$ cat config.mk
export PLATFORM = sky130hd
export DESIGN_NAME = tcm_top
export DESIGN_NICKNAME = d
export VERILOG_FILES = /design/src/pkg/tcm_pkg.sv /design/src/rtl/tcm_input_filter.sv /design/src/rtl/tcm_capture_prescale.sv /design/src/rtl/tcm_top.sv
export SDC_FILE = /design/constraint.sdc
export NUM_CORES = 1
export LEC_CHECK = 0
export BUFFER_PORTS_ARGS = -buffer_cell sky130_fd_sc_hd__buf_2
export CAP_MARGIN = 30
export CORE_MARGIN = 5
export CORE_UTILIZATION = 35
export DETAILED_ROUTE_END_ITERATION = 10
export PLACE_DENSITY = 0.55
export SLEW_MARGIN = 0
export SYNTH_ARGS = -nofsm -noshare
export SYNTH_HDL_FRONTEND = slang
export SYNTH_HIERARCHICAL = 1
export SYNTH_SLANG_ARGS = --single-unit
export TNS_END_PERCENT = 10
$ cat constraint.sdc
create_clock -name SYS_CLK -period 2.5 [get_ports SYS_CLK]
set_clock_uncertainty 0.2 [all_clocks]
set_input_delay 0.25 -clock SYS_CLK [delete_from_list [all_inputs] [get_ports SYS_CLK]]
set_output_delay 0.25 -clock SYS_CLK [all_outputs]
set_load 0.02 [all_outputs]
$ cat src/pkg/tcm_pkg.sv
// Register map, field layout and filter decoding shared by the channel mode block.
package tcm_pkg;

  localparam int ADDR_W = 8;
  localparam int DATA_W = 16;

  // Register byte addresses.
  localparam logic [7:0] ADDR_MODE_CTRL   = 8'h00;
  localparam logic [7:0] ADDR_CMP_VALUE   = 8'h04;
  localparam logic [7:0] ADDR_CHAN_CTRL   = 8'h08;
  localparam logic [7:0] ADDR_STATUS      = 8'h0c;
  localparam logic [7:0] ADDR_CMP_ACTIVE  = 8'h10;
  localparam logic [7:0] ADDR_CH1_CAPTURE = 8'h14;
  localparam logic [7:0] ADDR_CH2_CAPTURE = 8'h18;

  // Reset values.
  localparam logic [15:0] MODE_CTRL_RESET = 16'h0000;
  localparam logic [15:0] CMP_RESET       = 16'h0000;
  localparam logic [1:0]  CHAN_CTRL_RESET = 2'h0;

  // Field positions of the mode control register, plus the on bits of the channel control register; channel 2 sits CH_STRIDE bits above channel 1.
  localparam int CH_STRIDE       = 8;
  localparam int DIR_LSB         = 0;
  localparam int PRESCALE_LSB    = 2;
  localparam int FILTER_LSB      = 4;
  localparam int FAST_BIT        = 2;
  localparam int PRELOAD_BIT     = 3;
  localparam int OUT_MODE_LSB    = 4;
  localparam int CH1_ON_BIT      = 0;
  localparam int CH2_ON_BIT      = 1;

  // Direction codes.
  localparam logic [1:0] DIR_OUTPUT    = 2'h0;
  localparam logic [1:0] DIR_OWN_PIN   = 2'h1;
  localparam logic [1:0] DIR_OTHER_PIN = 2'h2;
  localparam logic [1:0] DIR_TRIGGER   = 2'h3;

  // Output modes that matter here.
  localparam logic [2:0] OUT_PWM_A = 3'h6;
  localparam logic [2:0] OUT_PWM_B = 3'h7;

  // Consecutive samples needed per filter setting.
  function automatic logic [3:0] tcm_filter_count(input logic [3:0] s);
    logic [3:0] n;
    n = 4'h1;
    unique case (s)
      4'h0: n = 4'h1;
      4'h1: n = 4'h2;
      4'h2: n = 4'h4;
      4'h3, 4'h5, 4'h7, 4'h9, 4'hc, 4'hf: n = 4'h8;
      4'h4, 4'h6, 4'h8, 4'hb, 4'he: n = 4'h6;
      4'ha, 4'hd: n = 4'h5;
    endcase
    return n;
  endfunction : tcm_filter_count

  // Log2 of the sample base clock divider per filter setting.
  function automatic logic [2:0] tcm_filter_div_log(input logic [3:0] s);
    logic [2:0] d;
    d = 3'h0;
    if (s >= 4'hd) d = 3'h5;
    else if (s >= 4'ha) d = 3'h4;
    else if (s >= 4'h8) d = 3'h3;
    else if (s >= 4'h6) d = 3'h2;
    else if (s >= 4'h4) d = 3'h1;
    return d;
  endfunction : tcm_filter_div_log

  // Settings 1 to 3 sample on every internal timer clock.
  function automatic logic tcm_filter_on_int(input logic [3:0] s);
    return (s >= 4'h1) && (s <= 4'h3);
  endfunction : tcm_filter_on_int

endpackage : tcm_pkg

$ cat src/rtl/tcm_input_filter.sv
// Digital input filter for one channel pin.
`timescale 1ns/1ns
module tcm_input_filter (
  // Clock and reset
  input  wire logic       clk,
  input  wire logic       rst,
  // Control
  input  wire logic       sample_tick,
  input  wire logic [3:0] setting,
  // Data
  input  wire logic       pin,
  output logic            filt
);
  import tcm_pkg::*;

  logic [4:0] div_cnt;
  logic [3:0] run_cnt;

  wire [3:0] n_req    = tcm_filter_count(setting);
  wire [2:0] div_log  = tcm_filter_div_log(setting);
  wire       use_int  = tcm_filter_on_int(setting);
  wire [4:0] div_last = 5'((6'h01 << div_log) - 6'h01);
  wire       div_wrap = div_cnt >= div_last;
  wire       sample   = use_int | (sample_tick & div_wrap);
  wire [3:0] next_run = run_cnt + 4'h1;

  always_ff @(posedge clk) begin
    if (rst) begin
      div_cnt <= 5'h00;
      run_cnt <= 4'h0;
      filt    <= 1'b0;
    end else begin
      if (sample_tick) div_cnt <= div_wrap ? 5'h00 : div_cnt + 5'h01;
      if (sample) begin
        if (pin == filt) begin
          run_cnt <= 4'h0;
        end else if (next_run >= n_req) begin
          filt    <= pin;
          run_cnt <= 4'h0;
        end else begin
          run_cnt <= next_run;
        end
      end
    end
  end
endmodule : tcm_input_filter

$ cat src/rtl/tcm_capture_prescale.sv
// Capture prescaler counting active edges of one channel.
`timescale 1ns/1ns
module tcm_capture_prescale (
  // Clock and reset
  input  wire logic       clk,
  input  wire logic       rst,
  // Control
  input  wire logic       chan_on,
  input  wire logic [1:0] prescale,
  // Events
  input  wire logic       edge_in,
  output logic            capture
);
  import tcm_pkg::*;

  logic [2:0] edge_cnt;

  wire [2:0] mask = 3'((4'h1 << prescale) - 4'h1);
  wire       due  = (edge_cnt & mask) == mask;

  always_ff @(posedge clk) begin
    if (rst || !chan_on) begin
      edge_cnt <= 3'h0;
      capture  <= 1'b0;
    end else begin
      capture <= edge_in & due;
      if (edge_in) edge_cnt <= edge_cnt + 3'h1;
    end
  end
endmodule : tcm_capture_prescale

$ cat src/rtl/tcm_top.sv
// Channel mode configuration for timer channels 1 and 2: preload and fast output on channel 1 only, input routing on both.
`timescale 1ns/1ns

module tcm_top (
  // Clock and reset
  input  wire logic                       SYS_CLK,
  input  wire logic                       RST,
  // Register port
  input  wire logic [tcm_pkg::ADDR_W-1:0] REG_ADDR,
  input  wire logic [tcm_pkg::DATA_W-1:0] REG_WDATA,
  input  wire logic                       REG_WR,
  input  wire logic                       REG_RD,
  output logic      [tcm_pkg::DATA_W-1:0] REG_RDATA,
  // Counter and trigger
  input  wire logic [tcm_pkg::DATA_W-1:0] CNT_VALUE,
  input  wire logic                       CNT_OVERFLOW,
  input  wire logic                       TRIG_EVENT,
  input  wire logic                       TRIGGER_IS_INTERNAL,
  input  wire logic                       SLAVE_TRIGGER_IN,
  // Sampling
  input  wire logic                       SAMPLE_BASE_TICK,
  // Pins
  input  wire logic                       CH1_PIN,
  input  wire logic                       CH2_PIN,
  // Channel results
  output logic                            CH1_OUT,
  output logic                            CH1_CAPTURE,
  output logic                            CH2_CAPTURE
);
  import tcm_pkg::*;

  localparam int NUM_CH = 2;

  logic [DATA_W-1:0] mode_ctrl;
  logic [DATA_W-1:0] cmp_shadow;
  logic [DATA_W-1:0] cmp_active;
  logic [1:0]        chan_on;
  logic [NUM_CH-1:0] prev_src;
  logic [DATA_W-1:0] cap_val [NUM_CH];

  // Register decode.
  wire wr_mode   = REG_WR && (REG_ADDR == ADDR_MODE_CTRL);
  wire wr_cmp    = REG_WR && (REG_ADDR == ADDR_CMP_VALUE);
  wire wr_chan   = REG_WR && (REG_ADDR == ADDR_CHAN_CTRL);

  // Output-mode view of channel 1 fields, plus the channel 2 direction.
  wire       preload  = mode_ctrl[PRELOAD_BIT];
  wire       fast_en  = mode_ctrl[FAST_BIT];
  wire [2:0] out_mode = mode_ctrl[OUT_MODE_LSB +: 3];
  wire [1:0] ch1_dir  = mode_ctrl[DIR_LSB +: 2];
  wire [1:0] ch2_dir  = mode_ctrl[CH_STRIDE + DIR_LSB +: 2];
  wire       pwm_mode = (out_mode == OUT_PWM_A) || (out_mode == OUT_PWM_B);
  wire       out_run  = chan_on[CH1_ON_BIT] && (ch1_dir == DIR_OUTPUT);
  wire       cmp_gt   = cmp_active > CNT_VALUE;
  wire       fast_hit = fast_en && pwm_mode && TRIG_EVENT;
  wire       pwm_raw  = (out_mode == OUT_PWM_A) ? cmp_gt : !cmp_gt;
  wire       fast_lvl = (out_mode == OUT_PWM_A);

  // Filtered pins, one per channel.
  logic [NUM_CH-1:0] filt;
  logic [NUM_CH-1:0] src;
  logic [NUM_CH-1:0] cap;
  wire  [NUM_CH-1:0] pins = {CH2_PIN, CH1_PIN};
  wire               trig_ok = SLAVE_TRIGGER_IN && TRIGGER_IS_INTERNAL;

  // Each channel uses the same filter and prescaler, so both are built by one loop.
  for (genvar i = 0; i < NUM_CH; i++) begin : g_ch
    wire [1:0] dir      = mode_ctrl[CH_STRIDE*i + DIR_LSB +: 2];
    wire [3:0] filt_set = mode_ctrl[CH_STRIDE*i + FILTER_LSB +: 4];
    wire [1:0] pre_set  = mode_ctrl[CH_STRIDE*i + PRESCALE_LSB +: 2];
    wire       on       = chan_on[i];
    wire       edge_hit = src[i] && !prev_src[i] && on;

    tcm_input_filter u_filter (
      .clk         (SYS_CLK),
      .rst         (RST),
      .sample_tick (SAMPLE_BASE_TICK),
      .setting     (filt_set),
      .pin         (pins[i]),
      .filt        (filt[i])
    );

    // Own pin, the other channel's pin, or the slave trigger when it is internal.
    assign src[i] = (dir == DIR_OWN_PIN)   ? filt[i] :
                    (dir == DIR_OTHER_PIN) ? filt[NUM_CH-1-i] :
                    (dir == DIR_TRIGGER)   ? trig_ok : 1'b0;

    tcm_capture_prescale u_prescale (
      .clk      (SYS_CLK),
      .rst      (RST),
      .chan_on  (on),
      .prescale (pre_set),
      .edge_in  (edge_hit),
      .capture  (cap[i])
    );

    always_ff @(posedge SYS_CLK) begin
      if (RST) begin
        cap_val[i] <= CMP_RESET;
      end else if (edge_hit) begin
        cap_val[i] <= CNT_VALUE;
      end
    end
  end

  // Edge history of the routed capture sources.
  always_ff @(posedge SYS_CLK) begin
    if (RST) prev_src <= '0;
    else prev_src <= src;
  end

  // Configuration registers. Direction is expected to change only with the channel off.
  always_ff @(posedge SYS_CLK) begin
    if (RST) begin
      mode_ctrl <= MODE_CTRL_RESET;
      chan_on   <= CHAN_CTRL_RESET;
    end else begin
      if (wr_mode) mode_ctrl <= REG_WDATA;
      if (wr_chan) chan_on <= REG_WDATA[1:0];
    end
  end

  // Compare value: a write with preload set waits for the overflow; otherwise it goes straight through.
  // A write in the overflow cycle lands in the shadow and is copied at the next overflow.
  always_ff @(posedge SYS_CLK) begin
    if (RST) begin
      cmp_shadow <= CMP_RESET;
      cmp_active <= CMP_RESET;
    end else begin
      if (wr_cmp) cmp_shadow <= REG_WDATA;
      if (!preload && wr_cmp) cmp_active <= REG_WDATA;
      else if (preload && CNT_OVERFLOW) cmp_active <= cmp_shadow;
    end
  end

  // Channel 1 output. The fast path skips the compare and jumps to the level for counter below compare: 1 in PWM A, 0 in PWM B.
  always_ff @(posedge SYS_CLK) begin
    if (RST) CH1_OUT <= 1'b0;
    else if (!out_run || !pwm_mode) CH1_OUT <= 1'b0;
    else if (fast_hit) CH1_OUT <= fast_lvl;
    else CH1_OUT <= pwm_raw;
  end

  // Capture strobes.
  always_ff @(posedge SYS_CLK) begin
    if (RST) begin
      CH1_CAPTURE <= 1'b0;
      CH2_CAPTURE <= 1'b0;
    end else begin
      CH1_CAPTURE <= cap[0];
      CH2_CAPTURE <= cap[1];
    end
  end

  // Read mux; unmapped addresses read as zero.
  wire [DATA_W-1:0] status = {12'h000, CH1_OUT, filt[1], filt[0], 1'b0};
  wire [DATA_W-1:0] rd_mux =
    (REG_ADDR == ADDR_MODE_CTRL)   ? mode_ctrl :
    (REG_ADDR == ADDR_CMP_VALUE)   ? cmp_shadow :
    (REG_ADDR == ADDR_CHAN_CTRL)   ? {14'h0000, chan_on} :
    (REG_ADDR == ADDR_STATUS)      ? status :
    (REG_ADDR == ADDR_CMP_ACTIVE)  ? cmp_active :
    (REG_ADDR == ADDR_CH1_CAPTURE) ? cap_val[0] :
    (REG_ADDR == ADDR_CH2_CAPTURE) ? cap_val[1] : 16'h0000;

  // Read data stand only in the cycle after the strobe.
  always_ff @(posedge SYS_CLK) begin
    if (RST) REG_RDATA <= 16'h0000;
    else REG_RDATA <= REG_RD ? rd_mux : 16'h0000;
  end
endmodule : tcm_top

==> flow_summary.yaml <==
global_routing:
  grt_overflow_total: 0
  grt_pass1_wl_mm: 31.56
  grt_pass1_vias: 6000
  grt_max_degree: 59
  antenna_found_initial: 0
  grt_util_all_layers_pct: 16.76
status:
  failed_checks: "negative setup slack"
  outcome: "finished with violations"
clock_tree:
  cts_buffers: 17
  clk_latency_ns: 0.42
  cts_root_buf: "clkbuf_16"
  htreeDepth: 4
  post-cts-setup-buffers: 0
  clk_pin_slew_ns: 0.06
  cts.sinks: 131
  cts_buffer_depth: 2
  cts_tree: "built"
cells_and_area:
  fin_util_pct: 44.99
  insertedDiodeCount: 0
  nNetsFinal: 1018
  layout_common_cells: "120 x nand2_1, 95 x dfxtp_1, 81 x a21oi_1"
  syn_to_final_growth_pct: 27.68
  drive_gt1_share_pct: 21.36
  mostFrequentLayoutCell: "nand2_1"
  design_area_sq_um: 9016
synthesis:
  synth-async-reset-ratio_pct: 0
  synth_xor_area_share_pct: 2.481
  synth.distinct_cells: 67
  synth_seq_cells: 131
  seq_area_frac_synth_pct: 41.67
  syn_avg_cell_area_sq_um: 9.042
  synth_cells: 781
  synthesis.nets: 885
  yosys_most_used_dff: "dfxtp_1"
  yosys.area_share.simple_pct: 18.92
  synthAdderAreaFrac_pct: 9.391
  yosys_warnings: 6
  synth_compound_area_share_pct: 17.61
  synth-edff-count: 32
  synth_top_family_by_area: "simple AND/OR/NAND/NOR gates"
  yosys-mux-area-fraction_pct: 5.209
  synthesis.area_sq_um: 7062
die:
  fp.coreArea_sq_um: 20040
  start_util_pct: 35.24
  dieArea_sq_um: 23120
  io_pins: 70
  fp-row-count: 52
  die_w_um: 152.0
  die_height_um: 152.0
critical_path:
  worstReg2RegStart: "mode_ctrl[13]"
  r2r.worst_path.cells: 10
  endpoint_kind: "flip-flop"
  r2r_end: "g_ch[1].u_filter/run_cnt[0]"
  critPathMaxFanout: 4
  cp-endpoint: "g_ch[1].u_filter/run_cnt[0]"
  crit_start: "mode_ctrl[13]"
  r2r_setup_slack_ns: -0.07
  critical_path_arrival_ns: 2.70
  cp.required_ns: 2.63
  cp-start-kind: "flip-flop"
  worst-setup-path-type: "reg -> reg"
pwr:
  powerDensity_nw_per_um2: 568.8
  seqPwrFrac_pct: 42.8
  pwr-share-comb_pct: 6.1
  p_switching_w: 0.001183
  ir_drop_mv: 0.3339
  p_leak_nw: 3.511
  p_sw_share_pct: 23.08
  p_clk_share_pct: 51.0
  intPower_w: 0.003945
min_path:
  hold_class: "in -> reg"
drt:
  vias: 6086
  met3WireLength_um: 796
  first_iter_violations: 378
  wl_met2_mm: 9.344
  highest_layer: "met4"
  wl_per_cell_um: 16.20
  viasPerCell: 5.084
  dr.pass1.iters: 8
  routed_wl_mm: 19.39
  ant_nets: 0
  wl_met1_mm: 9.063
  drc: 0
timing:
  timing.final.crit_share_pct: 102.6
  hold_violations: 0
  max_slew_margin_pct: 54.18
  tns_ns: -0.1535
  final-setup-viol-count: 4
  worst_slack_ns: -0.06579
  slew_violations: 0
  period_needed_ns: 2.566
  whs_ns: 0.06237
  rsz0062_at_grt: "true"
  fmax_mhz: 389.7
  worst_pin_slew_ns: 0.6874
flow_run:
  max_cap_viol_count: 0
placement:
  port_buffers: 69
  hpwlAfterDp_mm: 14.17
  gp_congestion: 0.8508
  place_area_sq_um: 7985
power groups by stage:
stage               Combinational, W  Clock [W]  Sequential (W)
global placement            0.000270          0         0.00225
finish                      0.000315    0.00262         0.00220
floorplan                   0.000143          0         0.00224
CTS                         0.000313    0.00266         0.00220
global route                0.000344    0.00276         0.00220
detailed placement          0.000270          0         0.00225
metrics by stage:
step	total power (W)	setup WS (ns)	instances
after floorplan	0.002386	-0.01868	781
after global placement	0.002515	-0.1013	1130
after detailed placement	0.002516	-0.09811	1131
after CTS	0.005167	-0.06822	1197
after global routing	0.005301	-0.1997	1197
final	0.005128	-0.06579	1197
synthesized netlist by cell type (4+ instances only):
cell type	n	area, sq um
edfxtp_1	32	960.9
nand4_1	9	56.30
nor4_1	15	93.84
and2_1	20	125.1
a31oi_1	5	31.28
dfxtp_1	99	1982
o21a_1	7	52.55
clkbuf_1	29	108.9
nor3_1	6	30.03
a21oi_1	82	410.4
buf_2	8	40.04
xor2_1	12	105.1
ha_1	53	663.1
a22oi_1	21	157.7
nand3_1	14	70.07
nor2b_1	6	37.54
a211oi_1	10	75.07
o211ai_1	4	30.03
o21ai_0	25	125.1
mux2i_1	30	300.3
nor2_1	43	161.4
nand2_1	120	450.4
nand2b_1	8	50.05
o21ai_1	5	25.02
inv_1	34	127.6
xnor2_1	8	70.07
nand3b_1	7	52.55
metal layers:
| metal | vias up | global-route usage [%] |
|---|---|---|
| li1 | 3054 | - |
| met1 | 2867 | 22.49 |
| met2 | 150 | 27.92 |
| met3 | 15 | 3.072 |
| met4 | 0 | 4.409 |
| met5 | - | 0 |
what timing repair did:
action / 4_1_cts / 5_1_grt
gates resized for setup: 3 / 15
pin swaps: 3 / 14
endpoints found under the setup margin: 9 / 20
hold buffers: 34 / 0
hold endpoints to repair: 57 / 0
worst min-delay path by stage:
stage | startpoint | end | slack [ns] | depth (start not counted)
after floorplan | RST | g_ch[0].u_filter/run_cnt[1] | 0.12 | 1
after global placement | g_ch[1].u_filter/run_cnt[3] | g_ch[1].u_filter/run_cnt[3] | 0.25 | 2
after detailed placement | g_ch[0].u_filter/run_cnt[3] | g_ch[0].u_filter/run_cnt[3] | 0.26 | 2
after CTS | REG_ADDR[5] | REG_RDATA[0] | 0.04 | 4
after global routing | REG_ADDR[5] | REG_RDATA[0] | 0.07 | 4
final | REG_ADDR[4] | REG_RDATA[0] | 0.06 | 3
registers in the layout (all words and copies together), names as in the netlist:
register	count
cap_val	32
REG_RDATA	16
cmp_active	16
cmp_shadow	16
mode_ctrl	16
g_ch.u_filter/div_cnt	10
g_ch.u_filter/run_cnt	8
g_ch.u_prescale/edge_cnt	6
chan_on	2
g_ch.u_filter/filt	2
g_ch.u_prescale/capture	2
prev_src	2
CH1_CAPTURE	1
CH1_OUT	1
CH2_CAPTURE	1
worst max-delay path, cell delays in order, from the launching register on:
cell      delay, ns
dfxtp_4        0.38
inv_4          0.03
ha_2           0.16
mux2_4         0.26
a22o_1         0.18
ha_1           0.26
nand2b_4       0.13
a211o_1        0.31
a211oi_4       0.28
nand2_1        0.10
o31ai_2        0.17
logic make-up (layout without fill, tap and decap cells):
logic type,count (synthesis),in the layout
flip-flops,131,131
XOR/XNOR,20,20
buffers and inverters,79,225
AO/OA/AOI/OAI,191,191
adder cells (fa/ha/maj),53,53
multiplexers,35,35
AND/OR/NAND/NOR,272,272
layout make-up:
type                            count  area [sq um]
Clock inverter                     12         138.9
Tap cell                          270         337.8
Multi-Input combinational cell    571          3864
Timing Repair Buffer              157          1091
Clock buffer                       20         489.2
Inverter                           36         137.6
Sequential cell                   131          2958
Fill cell                        1991         11020
Note: power is estimated with default switching activity, not from simulation.
